==> src/boundary_scan_defines.svh <==
`ifndef BOUNDARY_SCAN_DEFINES_SVH
`define BOUNDARY_SCAN_DEFINES_SVH

// ****************************************************************
// Pin groups
// ****************************************************************
`define BSC_LANES 6
`define BSC_BIDIR 11
`define BSC_MGMT_PINS 4

// ****************************************************************
// Chain ordering table, cell 0 sits next to the serial output
// ****************************************************************
`define BSC_RX_NEG_BASE 0
`define BSC_RX_POS_BASE 6
`define BSC_DS_STRAP_CELL 12
`define BSC_US_STRAP_CELL 13
`define BSC_FUND_RESET_CELL 14
`define BSC_TX_CTL_BASE 15
`define BSC_BIDIR_BASE 21
`define BSC_LEN 43

// ****************************************************************
// Instruction codes
// ****************************************************************
`define IR_WIDTH 6
`define IR_EXTEST 6'h00
`define IR_SAMPLE 6'h01
`define IR_IDCODE 6'h02
`define IR_HIGHZ 6'h03
`define IR_CAPTURE 6'h2D
`define IR_CLAMP 6'h3E
`define IR_BYPASS 6'h3F
`define ID_WIDTH 32

`endif

==> src/boundary_scan_pkg.sv <==
`include "boundary_scan_defines.svh"

package boundary_scan_pkg;

    // ****************************************************************
    // Controller states
    // ****************************************************************
    typedef enum logic [3:0] {
        TEST_RESET = 4'h0,
        RUN_IDLE = 4'h1,
        SELECT_DR = 4'h2,
        CAPTURE_DR = 4'h3,
        SHIFT_DR = 4'h4,
        EXIT1_DR = 4'h5,
        PAUSE_DR = 4'h6,
        EXIT2_DR = 4'h7,
        UPDATE_DR = 4'h8,
        SELECT_IR = 4'h9,
        CAPTURE_IR = 4'hA,
        SHIFT_IR = 4'hB,
        EXIT1_IR = 4'hC,
        PAUSE_IR = 4'hD,
        EXIT2_IR = 4'hE,
        UPDATE_IR = 4'hF
    } tap_state_type;

    // ****************************************************************
    // Pin groups
    // ****************************************************************
    typedef struct packed {
        logic [`BSC_LANES-1:0] laneReceiveNegative;
        logic [`BSC_LANES-1:0] laneReceivePositive;
        logic downstreamCommonClockStrap;
        logic upstreamCommonClockStrap;
        logic fundamentalResetN;
        logic [`BSC_BIDIR-1:0] bidirIn;
    } pad_in_type;

    typedef struct packed {
        logic [`BSC_LANES-1:0] laneTransmitEnable;
        logic [`BSC_BIDIR-1:0] bidirOut;
        logic [`BSC_BIDIR-1:0] bidirOutEnable;
    } core_out_type;

    typedef struct packed {
        logic [`BSC_LANES-1:0] laneTransmitEnable;
        logic [`BSC_BIDIR-1:0] bidirOut;
        logic [`BSC_BIDIR-1:0] bidirOeN;
    } pad_out_type;

    // ****************************************************************
    // Whole module state
    // ****************************************************************
    typedef struct packed {
        logic tckMeta;
        logic tckSync;
        logic tckPrev;
        logic tmsMeta;
        logic tmsSync;
        logic tdiMeta;
        logic tdiSync;
        logic trstMeta;
        logic trstSync;
        pad_in_type padMeta;
        pad_in_type padSync;
        tap_state_type tap;
        logic [`IR_WIDTH-1:0] irShift;
        logic [`IR_WIDTH-1:0] irCur;
        logic bypass;
        logic [`ID_WIDTH-1:0] idShift;
        logic [`BSC_LEN-1:0] bsShift;
        logic [`BSC_LEN-1:0] bsLatch;
        logic tdo;
        logic tdoOeN;
        pad_out_type pads;
    } state_type;

endpackage

==> src/boundary_scan_data_registers.sv <==
`timescale 1ns/1ps
`include "boundary_scan_defines.svh"

module boundary_scan_data_registers
    import boundary_scan_pkg::*;
#(
    parameter logic [`ID_WIDTH-1:0] ID_VALUE = 32'h0000_0001 // Arbitrary value, bit 0 kept high
) (
    // Clock and reset
    input wire logic clk,
    input wire logic rst,
    // Test port pins
    input wire logic tck,
    input wire logic tms,
    input wire logic tdi,
    input wire logic testResetN,
    output logic tdo,
    output logic tdoOeN,
    // System pins
    input wire pad_in_type padIn,
    input wire core_out_type coreOut,
    output pad_out_type padOut
);

    // ****************************************************************
    // Elaboration checks
    // ****************************************************************
    if (`BSC_LANES < 1 || `BSC_BIDIR < 1) begin : gen_size_check
        $error("Pin groups must not be empty");
    end
    if (`IR_WIDTH < 2) begin : gen_ir_check
        $error("Instruction register too short for the capture pattern");
    end

    // Ordering table must be gap free and end at the chain length
    if (`BSC_RX_NEG_BASE != 0) begin : gen_first_check
        $error("Chain must start next to the serial output");
    end
    if (`BSC_RX_POS_BASE != `BSC_RX_NEG_BASE + `BSC_LANES) begin : gen_rx_check
        $error("Receive cells overlap or leave a gap");
    end
    if (`BSC_DS_STRAP_CELL != `BSC_RX_POS_BASE + `BSC_LANES) begin : gen_ds_check
        $error("Downstream strap cell misplaced");
    end
    if (`BSC_US_STRAP_CELL != `BSC_DS_STRAP_CELL + 1) begin : gen_us_check
        $error("Upstream strap cell misplaced");
    end
    if (`BSC_FUND_RESET_CELL != `BSC_US_STRAP_CELL + 1) begin : gen_fund_check
        $error("Fundamental reset cell misplaced");
    end
    if (`BSC_TX_CTL_BASE != `BSC_FUND_RESET_CELL + 1) begin : gen_ctl_check
        $error("Transmit control cells misplaced");
    end
    if (`BSC_TX_CTL_BASE + `BSC_LANES != `BSC_BIDIR_BASE) begin : gen_tx_check
        $error("Transmit control cells overlap bidirectional cells");
    end
    if (`BSC_BIDIR_BASE + 2 * `BSC_BIDIR != `BSC_LEN) begin : gen_len_check
        $error("Boundary chain length does not match ordering table");
    end

    // Codes the serial protocol fixes
    if (ID_VALUE[0] != 1'b1) begin : gen_id_check
        $error("Identification value must end in a one");
    end
    if (`ID_WIDTH != 32) begin : gen_idw_check
        $error("Identification register must be 32 bits");
    end
    if (((`IR_CAPTURE) & 6'h03) != 6'h01) begin : gen_capture_check
        $error("Instruction capture pattern must end in 01");
    end
    if (`IR_BYPASS != {`IR_WIDTH{1'b1}}) begin : gen_bypass_check
        $error("Bypass code must be all ones");
    end
    if (`IR_EXTEST == `IR_SAMPLE) begin : gen_code_check
        $error("Boundary instructions share a code");
    end

    // ****************************************************************
    // Functions
    // ****************************************************************
    function automatic tap_state_type tapNext(input tap_state_type st, input logic m);
        tap_state_type r;
        r = st;
        unique case (st)
            TEST_RESET: r = m ? TEST_RESET : RUN_IDLE;
            RUN_IDLE: r = m ? SELECT_DR : RUN_IDLE;
            SELECT_DR: r = m ? SELECT_IR : CAPTURE_DR;
            CAPTURE_DR: r = m ? EXIT1_DR : SHIFT_DR;
            SHIFT_DR: r = m ? EXIT1_DR : SHIFT_DR;
            EXIT1_DR: r = m ? UPDATE_DR : PAUSE_DR;
            PAUSE_DR: r = m ? EXIT2_DR : PAUSE_DR;
            EXIT2_DR: r = m ? UPDATE_DR : SHIFT_DR;
            UPDATE_DR: r = m ? SELECT_DR : RUN_IDLE;
            SELECT_IR: r = m ? TEST_RESET : CAPTURE_IR;
            CAPTURE_IR: r = m ? EXIT1_IR : SHIFT_IR;
            SHIFT_IR: r = m ? EXIT1_IR : SHIFT_IR;
            EXIT1_IR: r = m ? UPDATE_IR : PAUSE_IR;
            PAUSE_IR: r = m ? EXIT2_IR : PAUSE_IR;
            EXIT2_IR: r = m ? UPDATE_IR : SHIFT_IR;
            UPDATE_IR: r = m ? SELECT_DR : RUN_IDLE;
        endcase
        return r;
    endfunction

    function automatic logic chainSelected(input logic [`IR_WIDTH-1:0] ir);
        return (ir == `IR_EXTEST) || (ir == `IR_SAMPLE);
    endfunction

    function automatic logic extestActive(input logic [`IR_WIDTH-1:0] ir);
        return ir == `IR_EXTEST;
    endfunction

    function automatic logic latchDrivesPins(input logic [`IR_WIDTH-1:0] ir);
        return (ir == `IR_EXTEST) || (ir == `IR_CLAMP);
    endfunction

    function automatic logic pinsFloat(input logic [`IR_WIDTH-1:0] ir);
        return ir == `IR_HIGHZ;
    endfunction

    // Parallel capture values in ordering-table positions
    function automatic logic [`BSC_LEN-1:0] captureChain(
        input pad_in_type pin,
        input core_out_type core,
        input logic extest
    );
        logic [`BSC_LEN-1:0] c;
        c = '0;
        for (int k = 0; k < `BSC_LANES; k++) begin
            c[`BSC_RX_NEG_BASE + k] = pin.laneReceiveNegative[k];
            c[`BSC_RX_POS_BASE + k] = pin.laneReceivePositive[k];
            c[`BSC_TX_CTL_BASE + k] = core.laneTransmitEnable[k];
        end
        c[`BSC_DS_STRAP_CELL] = pin.downstreamCommonClockStrap;
        c[`BSC_US_STRAP_CELL] = pin.upstreamCommonClockStrap;
        c[`BSC_FUND_RESET_CELL] = pin.fundamentalResetN;
        for (int k = 0; k < `BSC_BIDIR; k++) begin
            c[`BSC_BIDIR_BASE + 2 * k] = core.bidirOutEnable[k];
            // Core data only while the pad really drives outward
            if (!extest && core.bidirOutEnable[k]) begin
                c[`BSC_BIDIR_BASE + 2 * k + 1] = core.bidirOut[k];
            end else begin
                c[`BSC_BIDIR_BASE + 2 * k + 1] = pin.bidirIn[k];
            end
        end
        return c;
    endfunction

    function automatic state_type resetState();
        state_type r;
        r = '0;
        r.tap = TEST_RESET;
        r.irCur = `IR_IDCODE;
        r.tdoOeN = 1'b1;
        r.pads.bidirOeN = '1;
        return r;
    endfunction

    localparam state_type STATE_RESET = resetState();

    // ****************************************************************
    // State
    // ****************************************************************
    state_type s_reg;
    state_type s_next;

    always_comb begin
        logic tckRise;
        logic tckFall;
        logic drBit;
        logic pinsFromLatch;
        tckRise = 1'b0;
        tckFall = 1'b0;
        drBit = 1'b0;
        pinsFromLatch = 1'b0;
        s_next = s_reg;

        // Pins pass two flip-flops before any use
        s_next.tckMeta = tck;
        s_next.tckSync = s_reg.tckMeta;
        s_next.tckPrev = s_reg.tckSync;
        s_next.tmsMeta = tms;
        s_next.tmsSync = s_reg.tmsMeta;
        s_next.tdiMeta = tdi;
        s_next.tdiSync = s_reg.tdiMeta;
        s_next.trstMeta = testResetN;
        s_next.trstSync = s_reg.trstMeta;
        s_next.padMeta = padIn;
        s_next.padSync = s_reg.padMeta;

        tckRise = s_reg.tckSync && !s_reg.tckPrev;
        tckFall = !s_reg.tckSync && s_reg.tckPrev;

        // Shared serial output picks one parallel path
        if (chainSelected(s_reg.irCur)) begin
            drBit = s_reg.bsShift[0];
        end else if (s_reg.irCur == `IR_IDCODE) begin
            drBit = s_reg.idShift[0];
        end else begin
            drBit = s_reg.bypass;
        end

        if (!s_reg.trstSync) begin
            s_next.tap = TEST_RESET;
            s_next.irCur = `IR_IDCODE;
            s_next.tdoOeN = 1'b1;
        end else if (tckRise) begin
            s_next.tap = tapNext(s_reg.tap, s_reg.tmsSync);
            if (s_reg.tap == CAPTURE_DR) begin
                s_next.bypass = 1'b0;
                s_next.idShift = ID_VALUE;
                if (chainSelected(s_reg.irCur)) begin
                    s_next.bsShift = captureChain(s_reg.padSync, coreOut, extestActive(s_reg.irCur));
                end
            end
            if (s_reg.tap == SHIFT_DR) begin
                s_next.bypass = s_reg.tdiSync;
                s_next.idShift = {s_reg.tdiSync, s_reg.idShift[`ID_WIDTH-1:1]};
                if (chainSelected(s_reg.irCur)) begin
                    s_next.bsShift = {s_reg.tdiSync, s_reg.bsShift[`BSC_LEN-1:1]};
                end
            end
            if (s_reg.tap == CAPTURE_IR) begin
                s_next.irShift = `IR_CAPTURE;
            end
            if (s_reg.tap == SHIFT_IR) begin
                s_next.irShift = {s_reg.tdiSync, s_reg.irShift[`IR_WIDTH-1:1]};
            end
        end else if (tckFall) begin
            if (s_reg.tap == UPDATE_IR) begin
                s_next.irCur = s_reg.irShift;
            end
            // Falling-edge update keeps skew off the latched data
            if (s_reg.tap == UPDATE_DR && chainSelected(s_reg.irCur)) begin
                s_next.bsLatch = s_reg.bsShift;
            end
            if (s_reg.tap == TEST_RESET) begin
                s_next.irCur = `IR_IDCODE;
            end
            if (s_reg.tap == SHIFT_DR) begin
                s_next.tdo = drBit;
                s_next.tdoOeN = 1'b0;
            end else if (s_reg.tap == SHIFT_IR) begin
                s_next.tdo = s_reg.irShift[0];
                s_next.tdoOeN = 1'b0;
            end else begin
                s_next.tdoOeN = 1'b1;
            end
        end

        // Pin drive follows the new instruction in the same update
        pinsFromLatch = latchDrivesPins(s_next.irCur);
        for (int k = 0; k < `BSC_LANES; k++) begin
            if (pinsFromLatch) begin
                s_next.pads.laneTransmitEnable[k] = s_next.bsLatch[`BSC_TX_CTL_BASE + k];
            end else if (pinsFloat(s_next.irCur)) begin
                s_next.pads.laneTransmitEnable[k] = 1'b0;
            end else begin
                s_next.pads.laneTransmitEnable[k] = coreOut.laneTransmitEnable[k];
            end
        end
        for (int k = 0; k < `BSC_BIDIR; k++) begin
            if (pinsFromLatch) begin
                s_next.pads.bidirOeN[k] = !s_next.bsLatch[`BSC_BIDIR_BASE + 2 * k];
                s_next.pads.bidirOut[k] = s_next.bsLatch[`BSC_BIDIR_BASE + 2 * k + 1];
            end else if (pinsFloat(s_next.irCur)) begin
                s_next.pads.bidirOeN[k] = 1'b1;
                s_next.pads.bidirOut[k] = coreOut.bidirOut[k];
            end else begin
                s_next.pads.bidirOeN[k] = !coreOut.bidirOutEnable[k];
                s_next.pads.bidirOut[k] = coreOut.bidirOut[k];
            end
        end
    end

    always_ff @(posedge clk) begin
        if (rst) begin
            s_reg <= STATE_RESET;
        end else begin
            s_reg <= s_next;
        end
    end

    // ****************************************************************
    // Outputs
    // ****************************************************************
    assign tdo = s_reg.tdo;
    assign tdoOeN = s_reg.tdoOeN;
    assign padOut = s_reg.pads;

endmodule // boundary_scan_data_registers

==> config.mk <==
export PLATFORM = sky130hd
export DESIGN_NAME = boundary_scan_data_registers
export DESIGN_NICKNAME = d
export VERILOG_FILES = /design/src/boundary_scan_pkg.sv /design/src/boundary_scan_data_registers.sv
export VERILOG_INCLUDE_DIRS = /design/src
export SDC_FILE = /design/constraint.sdc
export NUM_CORES = 1
export LEC_CHECK = 0
export ABC_AREA = 0
export ABC_CLOCK_PERIOD_IN_PS = 2800
export BUFFER_PORTS_ARGS = -buffer_cell sky130_fd_sc_hd__buf_4
export CAP_MARGIN = 40
export CORE_ASPECT_RATIO = 1.25
export CORE_MARGIN = 1.5
export CORE_UTILIZATION = 45
export DETAILED_ROUTE_END_ITERATION = 12
export MAX_ROUTING_LAYER = met4
export SYNTH_ARGS = -nofsm -noshare
export SYNTH_HDL_FRONTEND = slang
export SYNTH_SLANG_ARGS = --single-unit
==> constraint.sdc <==
create_clock -name clk -period 2.8 [get_ports clk]
set_input_delay 0.7 -clock clk [delete_from_list [all_inputs] [get_ports clk]]
set_output_delay 0.7 -clock clk [all_outputs]
set_load 0.02 [all_outputs]
==> results of run 1 <==
==> worst max path at each step <==
stage | startpoint | endpoint | cells after the start
final | s_reg[161]$_SDFFE_PP0P_ | padOut[16]$_SDFF_PP0_ | 6
after global placement | s_reg[161]$_SDFFE_PP0P_ | padOut[12]$_SDFF_PP0_ | 6
after floorplan | s_reg[151]$_SDFF_PP0_ | padOut[13]$_SDFF_PP0_ | 7
after CTS | s_reg[161]$_SDFFE_PP0P_ | padOut[16]$_SDFF_PP0_ | 6
after detailed placement | s_reg[161]$_SDFFE_PP0P_ | padOut[17]$_SDFF_PP0_ | 6
after global routing | s_reg[161]$_SDFFE_PP0P_ | padOut[16]$_SDFF_PP0_ | 6
==> per-layer routing <==
layer	part of all wire [%]	global-route usage, %	vias to the layer above
met2	49	32.17	148
met3	4.8	3.079	32
li1	-	-	3038
met1	44	23.33	2869
met4	2.1	5.473	0
met5	0	-	-
==> power by group through the flow <==
stage	clock [mW]	sequential, mW	combinational (mW)
after floorplan	0	3.13	0.175
after global placement	0	3.14	0.277
after detailed placement	0	3.14	0.282
after CTS	2.94	3.07	0.283
after global routing	3.06	3.08	0.306
final	2.87	3.07	0.280
==> Yosys cell counts (2+ instances only) <==
master and count:
nand3_1 10, nor3b_1 2, or4_1 3, o211ai_1 2, or3_1 2, and3_1 2
clkbuf_1 56, a32oi_1 2, a211oi_1 2, nand2_1 87, buf_1 2, o22ai_1 10
buf_2 9, a31oi_1 2, o21ai_0 10, a311oi_1 36, a2bb2oi_1 9, nor2_1 115
nor2b_1 76, nand4_1 3, inv_1 8, nand4b_1 2, nor4_1 2, a22oi_1 33
mux2i_1 49, buf_4 29, dfxtp_1 210, nand2b_1 24, mux2_2 8, a21oi_1 32
mux2_1 9
==> stage by stage <==
step	total power, mW	area, um2	setup slack [ns]	utilization, %	std cells
2_1_floorplan	3.303	8154	0.2888	-	872
3_3_place_gp	3.414	8892	0.3129	50.43	1112
3_5_place_dp	3.420	8892	0.1992	50.43	1112
4_1_cts	6.291	9608	0.1761	54.48	1148
5_1_grt	6.438	9608	0.03608	54.48	1148
6_report	6.219	9608	0.1489	54.48	1148
==> worst register-to-register path: cells and delay by family, from the launching register on <==
kind                   cells  cell delay [ns]
buffers and inverters      1             0.24
DFF                        1             0.74
and+or+nand+nor            2             0.52
muxes                      1             0.39
AOI/OAI and AO/OA          2             0.64
==> final cells by class <==
type	count	area [um2]
multi-input cells	557	3451
inverters	8	30.03
well taps	224	280.3
fillers	1582	8026
clock inverters	2	38.79
clock buffers	34	676.9
repair buffers	113	927.1
flip-flops and latches	210	4204
==> logic make-up after synthesis <==
group / synth area share, %
compound gates: 13.72
xor+xnor: 0.1074
buf+inv: 6.399
flops: 51.56
mux: 8.363
simple gates: 19.86
==> layout by cell type (no fill, tap or decap), drive strengths merged, types with 24 or more instances in the layout <==
cell type  count
dfxtp        210
mux2i         49
nand2         87
a311oi        36
nor2         115
clkbuf        34
a22oi         33
nor2b         76
a21oi         32
buf          113
nand2b        24
==> impl_metrics.py, run 1 <==
metrics = {
    "hold_path": {
        "holdPathEnd": "s_next[176]$_SDFF_PP0_",
        "min_path_type": "primary input to flip-flop",
        "worst_hold_startpoint": "padIn[11]",
        "hold_depth": 2,
    },
    "yosys": {
        "yosysWarnings": 0,
        "async_flop_share_pct": 0,
        "synth_nets": 932,
        "synth_top_flop_cell": "dfxtp_1",
        "synth-edff-count": 0,
        "post_synth.cell_area_avg_um2": 9.351,
        "synthTopCellsByArea": "dfxtp_1 (52%), mux2i_1 (6.0%), nor2b_1 (5.8%)",
        "yosysUniqueCellTypes": 57,
        "synth_top_area_share_pct": 51.56,
        "syn_area_um2": 8154,
        "yosysSeqAreaShare_pct": 51.56,
        "syn-instance-count": 872,
        "synth_top_area_cell": "dfxtp_1",
        "ys_seq_elements": 210,
    },
    "cts": {
        "cts_resized": 0,
        "clock-root-buffer": "clkbuf_16",
        "cts_hold_buf": 0,
        "clock_latency_ns": 0.50,
        "cts_sinks": 210,
        "numCtsBuffers": 22,
        "h-tree-depth": 1,
        "cts_tree": "yes",
        "clk_pin_slew_ns": 0.06,
        "cts_buffer_depth": 3,
        "post_cts_buffers": 0,
    },
    "worst_setup_path": {
        "cp_cell_sequence": "and4_1, nand3_1, a221o_1, a211oi_4, buf_12, mux2_1",
        "critPathCaptureType": "flip-flop",
        "crit_arrival_ns": 3.02,
        "critPathMaxFanout": 28,
        "slowest_stage": "dfxtp_1",
        "r2r-start": "s_reg[161]$_SDFFE_PP0P_",
        "path_class": "flip-flop to flip-flop",
        "crit_path_max_incr_delay_ns": 0.74,
        "r2r_slack_ns": 0.15,
        "worst-path-buf-inv": 1,
        "start_kind": "flip-flop",
        "required_ns": 3.17,
        "r2r_cells": 6,
        "path_delay_family": "flip-flops",
        "timing.rr.end": "padOut[16]$_SDFF_PP0_",
    },
    "die": {
        "die-area_um2": 18940,
        "die_width_um": 123.4,
        "rows": 54,
        "coreArea_um2": 17630,
        "start_util_pct": 46.24,
        "die_y_um": 153.5,
        "io_pins": 90,
    },
    "placement": {
        "gp_congestion": 0.8320,
        "dpl.hpwl_um": 11190,
        "io_buffers": 89,
    },
    "global_route": {
        "overflow": 0,
        "grt_use_total_pct": 19.05,
        "grt_pass1_wl_um": 28720,
        "grt_max_degree": 82,
        "antenna_found_initial": 0,
        "grt_pass1_vias": 5876,
    },
    "routing": {
        "vias": 6087,
        "drt-initial-drc-count": 495,
        "routedWlPerCell_um": 15.32,
        "routed_wl_um": 17590,
        "ant_nets": 0,
        "via_per_inst": 5.302,
        "drc": 0,
        "drt_pre_antenna_iters": 6,
    },
    "power_and_ir_drop": {
        "swShare_pct": 20.66,
        "clkPwrFrac_pct": 46.1,
        "power_density_nw_per_um2": 647.3,
        "p_comb_share_pct": 4.5,
        "peakVddDrop_mv": 0.3815,
        "p_int_mw": 4.934,
        "power.leakage_nw": 3.588,
        "power_frac_seq_pct": 49.4,
        "switchingPower_mw": 1.285,
    },
    "finish": {
        "antenna_cells": 0,
        "drive_gt1_share_pct": 17.32,
        "fin_nets": 972,
        "area_growth_pct": 17.83,
        "largest_reg_flops": 149,
    },
    "sta": {
        "fin_crit_sh_pct": 94.68,
        "fmax_mhz": 377.2,
        "hold_viol": 0,
        "hold_ws_ns": 0.4154,
        "rsz0062_at_grt": "false",
        "slew_violations": 0,
        "finalSetupViolations": 0,
        "max_slew_margin_pct": 56.12,
        "fin_skew_ns": 0.01414,
        "finalCriticalPeriod_ns": 2.651,
        "setup_tns_ns": 0,
        "worstMarginPinSlew_ns": 0.6573,
    },
    "run": {
        "maxCapViolCount": 0,
    },
    "run_status": {
        "outcome": "completed",
    },
}
Power figures use the tool's default switching activity.
==> run 2: changes to the inputs <==
- CORE_MARGIN: 1.5 -> unset
==> run 2 against run 1 <==
- sequential cell count did not move
- sequential power barely moved
- via count rose by 0.46%
- hold slack got worse by 0.018 ns
- fmax rose by 2.3%
- routed wire length rose by 1.1%
- count of clock-buffer cells in the layout fell by 2
- sequential share of layout area rose by 0.051 points
==> impl_metrics.py, run 2 (synthesized netlist as in run 1, its figures left out) <==
metrics = {
    "sta": {
        "slew_violations": 0,
        "worstMarginPinSlew_ns": 0.8330,
        "fmax_mhz": 386.0,
        "fin_skew_ns": 0.01853,
        "rsz0062_at_grt": "false",
        "max_slew_margin_pct": 44.46,
        "fin_crit_sh_pct": 92.52,
        "finalCriticalPeriod_ns": 2.591,
        "setup_tns_ns": 0,
        "hold_viol": 0,
        "finalSetupViolations": 0,
        "hold_ws_ns": 0.3976,
    },
    "worst_setup_path": {
        "required_ns": 3.18,
        "crit_path_max_incr_delay_ns": 0.68,
        "crit_cells": 6,
        "critPathCaptureType": "flip-flop",
        "r2r_cells": 6,
        "path_delay_family": "simple AND/OR/NAND/NOR gates",
        "cp_cell_sequence": "nand4_1, or4_1, o31a_1, a211oi_4, buf_12, mux2_2",
        "path_class": "flip-flop to flip-flop",
        "critPathMaxFanout": 28,
        "crit_arrival_ns": 2.98,
        "start_kind": "flip-flop",
        "worst-path-buf-inv": 1,
        "slowest_stage": "dfxtp_1",
    },
    "die": {
        "die-area_um2": 18670,
        "die_width_um": 122.4,
        "start_util_pct": 46.42,
        "rows": 54,
        "coreArea_um2": 17570,
        "io_pins": 90,
        "die_y_um": 152.5,
    },
    "global_route": {
        "grt_max_degree": 119,
        "grt_pass1_vias": 5903,
        "grt_use_total_pct": 19.35,
        "antenna_found_initial": 0,
        "overflow": 0,
        "grt_pass1_wl_um": 28530,
    },
    "power_and_ir_drop": {
        "clkPwrFrac_pct": 47.0,
        "swShare_pct": 20.78,
        "switchingPower_mw": 1.312,
        "p_comb_share_pct": 4.3,
        "totalPowerFinal_mw": 6.312,
        "power_density_nw_per_um2": 657.7,
        "power.leakage_nw": 3.586,
        "power_frac_seq_pct": 48.7,
        "peakVddDrop_mv": 0.4226,
        "p_int_mw": 5.000,
    },
    "cts": {
        "cts_hold_buf": 0,
        "post_cts_buffers": 0,
        "cts_resized": 0,
        "cts_buffer_depth": 3,
        "h-tree-depth": 1,
        "clock_latency_ns": 0.51,
        "numCtsBuffers": 22,
        "cts_sinks": 210,
        "clk_pin_slew_ns": 0.06,
        "cts_tree": "yes",
        "clock-root-buffer": "clkbuf_16",
    },
    "finish": {
        "fillers": 1658,
        "drive_gt1_share_pct": 17.35,
        "final_cell_mix": "dfxtp_1 (210), nor2_1 (115), buf_4 (102)",
        "final_common_cell": "dfxtp_1",
        "antenna_cells": 0,
        "fin_nets": 967,
        "area_growth_pct": 17.69,
        "largest_reg_flops": 149,
    },
    "run_status": {
        "outcome": "completed",
    },
    "routing": {
        "vias": 6115,
        "ant_nets": 0,
        "via_per_inst": 5.336,
        "drt_pre_antenna_iters": 4,
        "routedWlPerCell_um": 15.52,
        "drc": 0,
        "drt-initial-drc-count": 377,
        "routed_wl_um": 17780,
    },
    "run": {
        "maxCapViolCount": 0,
    },
    "placement": {
        "gp_congestion": 0.8333,
        "dpl.hpwl_um": 11100,
        "io_buffers": 89,
    },
    "hold_path": {
        "hold_depth": 2,
        "min_path_type": "primary input to flip-flop",
    },
}
run 2: changes by cell type in the layout (fill, tap and decap cells not counted):
cell,delta
bufinv_16,+1
clkbuf_8,+1
clkinv_8,+1
buf_4,-4
clkbuf_16,-1
clkbuf_1,-2
clkinv_4,-1
buf_12,-1
clkinv_2,+4
run 2: final cells by class:
class                           instances  area, um2  share of cell area (%)
Multi-Input combinational cell        557       3451                   35.96
Clock buffer                           32      658.1                   6.858
Sequential cell                       210       4204                   43.81
Tap cell                              224      280.3                   2.920
Inverter                                8      30.03                  0.3129
Clock inverter                          7      96.34                   1.004
Timing Repair Buffer                  108      877.1                   9.140
run 2: path summary, 6_finish.rpt:
check	startpoint	to	slack (ns)
hold / removal	padIn[20]	s_next[185]$_SDFF_PP0_	0.40
setup reg to reg	s_reg[162]$_SDFFE_PP0P_	padOut[27]$_SDFF_PP0_	0.21
setup / recovery	s_reg[162]$_SDFFE_PP0P_	padOut[27]$_SDFF_PP0_	0.21
hold reg to reg	s_next[221]$_SDFF_PP0_	s_reg[221]$_SDFF_PP0_	0.43
run 2: metrics by stage:
stage                     setup slack [ns]  instance area (um2)  instances  utilization [%]
after floorplan                     0.2888                 8154        872                -
after global placement              0.3595                 8842       1107            50.33
after detailed placement            0.2590                 8842       1107            50.33
after CTS                           0.2520                 9597       1146            54.63
after global routing               0.09343                 9597       1146            54.63
final                               0.2094                 9597       1146            54.63
run 2: routing by layer:
layer / up-vias / wire, um / track usage, %
met3: 27 / 785 / 3.106
met1: 2922 / 7842 / 23.02
met2: 127 / 8795 / 32.96
met5: - / 0 / -
li1: 3039 / - / -
met4: 0 / 361 / 5.981
run 2: power by group through the flow:
stage	sequential [mW]	combinational, mW	clock (mW)
after floorplan	3.13	0.175	0
after global placement	3.14	0.270	0
after detailed placement	3.14	0.275	0
after CTS	3.07	0.276	3.04
after global routing	3.08	0.298	3.17
final	3.07	0.272	2.97
run 2: worst register-to-register path, cell delays in order (launching register included):
cell and delay, ns:
dfxtp_1 0.68, nand4_1 0.22, or4_1 0.51, o31a_1 0.15, a211oi_4 0.29, buf_12 0.25, mux2_2 0.38
==> run 3: changes to the inputs <==
- BUFFER_PORTS_ARGS: -buffer_cell sky130_fd_sc_hd__buf_4 -> unset
- DONT_BUFFER_PORTS: unset -> 1
- PLACE_DENSITY: unset -> 0.68
==> run 3 against run 2 <==
- via count shrank 7.8%
- fmax increased by 6.4%
- clock power shrank 6.7%
- sequential cell count is the same
- sequential share of layout area rose by 3.5 points
- sequential power hardly changed
- global-route usage shrank 1.5 points
- clock skew rose by 0.0013 ns
- combinational power down 66%
- power down 5.4%
- final area fell by 7.3%
- largest cell class unchanged
==> impl_metrics.py, run 3 (synthesized netlist as in run 1, its figures left out) <==
metrics = {
    "hold_path": {
        "worst_hold_startpoint": "rst",
        "min_path_type": "primary input to flip-flop",
    },
    "die": {
        "io_pins": 90,
        "coreArea_um2": 17570,
        "die_y_um": 152.5,
        "start_util_pct": 46.42,
        "rows": 54,
        "die_width_um": 122.4,
        "die-area_um2": 18670,
    },
    "global_route": {
        "grt_use_total_pct": 17.89,
        "grt_pass1_wl_um": 26280,
        "grt_pass1_vias": 5203,
        "antenna_found_initial": 0,
        "overflow": 0,
        "grt_max_degree": 203,
    },
    "cts": {
        "h-tree-depth": 1,
        "post_cts_buffers": 0,
        "clock-root-buffer": "clkbuf_16",
        "cts_tree": "yes",
        "clock_latency_ns": 0.50,
        "cts_resized": 0,
        "clk_pin_slew_ns": 0.06,
        "numCtsBuffers": 22,
        "cts_hold_buf": 0,
        "cts_sinks": 210,
        "cts_buffer_depth": 3,
    },
    "finish": {
        "final_cell_mix": "dfxtp_1 (210), nor2_1 (115), nand2_1 (87)",
        "antenna_cells": 0,
        "area_growth_pct": 9.084,
        "largest_reg_flops": 149,
        "final_common_cell": "dfxtp_1",
        "drive_gt1_share_pct": 8.273,
        "fin_nets": 880,
        "fin_area_um2": 8895,
    },
    "worst_setup_path": {
        "r2r-start": "s_reg[162]$_SDFFE_PP0P_",
        "start_kind": "flip-flop",
        "required_ns": 3.17,
        "crit_start": "s_reg[162]$_SDFFE_PP0P_",
        "critPathCaptureType": "flip-flop",
        "crit_arrival_ns": 2.81,
        "path_class": "flip-flop to flip-flop",
        "critPathMaxFanout": 28,
    },
    "sta": {
        "rsz0062_at_grt": "false",
        "setup_tns_ns": 0,
        "slew_violations": 0,
        "max_slew_margin_pct": 42.61,
        "fmax_mhz": 410.7,
        "fin_skew_ns": 0.01988,
        "finalCriticalPeriod_ns": 2.435,
        "worstMarginPinSlew_ns": 0.8550,
        "finalSetupViolations": 0,
        "hold_viol": 0,
        "fin_ws_ns": 0.3654,
        "fin_crit_sh_pct": 86.95,
    },
    "routing": {
        "routedWlPerCell_um": 15.39,
        "routed_wl_um": 16290,
        "ant_nets": 0,
        "drc": 0,
        "vias": 5636,
        "drt_pre_antenna_iters": 5,
        "drt-initial-drc-count": 459,
        "via_per_inst": 5.327,
    },
    "power_and_ir_drop": {
        "power_density_nw_per_um2": 671.0,
        "p_comb_share_pct": 1.5,
        "power_frac_seq_pct": 52.0,
        "power.leakage_nw": 3.133,
        "swShare_pct": 20.33,
        "clkPwrFrac_pct": 46.5,
        "p_int_mw": 4.755,
        "peakVddDrop_mv": 0.5918,
        "switchingPower_mw": 1.213,
    },
    "placement": {
        "place_area_um2": 8198,
        "io_buffers": 0,
        "gp_congestion": 0.8648,
        "post-place-ws_ns": 0.3814,
        "dpl.hpwl_um": 9946,
    },
    "run": {
        "maxCapViolCount": 0,
    },
    "run_status": {
        "outcome": "completed",
    },
}
[run 3: power groups by stage]
stage	clock [mW]	combinational, mW	sequential (mW)
after detailed placement	0	0.0924	3.17
final	2.77	0.0915	3.10
after global routing	2.97	0.105	3.11
after CTS	2.85	0.0930	3.10
after floorplan	0	0.175	3.13
after global placement	0	0.0911	3.17
[run 3: cell type report]
| class | count | area, um2 |
|---|---|---|
| clock buffer | 32 | 628.1 |
| sequential | 210 | 4204 |
| clock inverter | 6 | 68.82 |
| fill | 1611 | 8672 |
| timing repair buffer | 21 | 232.7 |
| tap | 224 | 280.3 |
| inverter | 8 | 30.03 |
| multi-input combinational | 557 | 3451 |
[run 3: worst max-delay path, cell delays in order (launching register included)]
cell and delay, ns:
dfxtp_1 0.42, buf_4 0.21, and4_1 0.29, nand3_1 0.13, a221o_1 0.39, a211oi_4 0.25
buf_12 0.25, mux2_2 0.36
[run 3: path summary, 6_finish.rpt]
check | depth (start not counted) | endpoint | slack, ns
hold / removal | 1 | s_reg[50]$_SDFF_PP0_ | 0.30
setup reg to reg | 7 | padOut[26]$_SDFF_PP0_ | 0.37
setup / recovery | 7 | padOut[26]$_SDFF_PP0_ | 0.37
hold reg to reg | 1 | s_reg[217]$_SDFF_PP0_ | 0.43
[run 3: per-layer routing]
| layer | global-route usage (%) | part of all wire [%] | vias up |
|---|---|---|---|
| met4 | 4.936 | 1.7 | 0 |
| met2 | 28.60 | 48 | 130 |
| li1 | - | - | 2861 |
| met3 | 2.994 | 5.0 | 18 |
| met5 | - | 0 | - |
| met1 | 23.10 | 45 | 2627 |
[run 3: through the flow]
stage	cells	hold slack [ns]	total power [mW]	utilization (%)
6_report	1058	0.2987	5.968	50.63
5_1_grt	1058	0.2685	6.179	50.63
4_1_cts	1058	0.2734	6.048	50.63
3_5_place_dp	1020	0.4204	3.261	46.67
3_3_place_gp	1020	0.4149	3.259	46.67
2_1_floorplan	872	0.4138	3.303	-
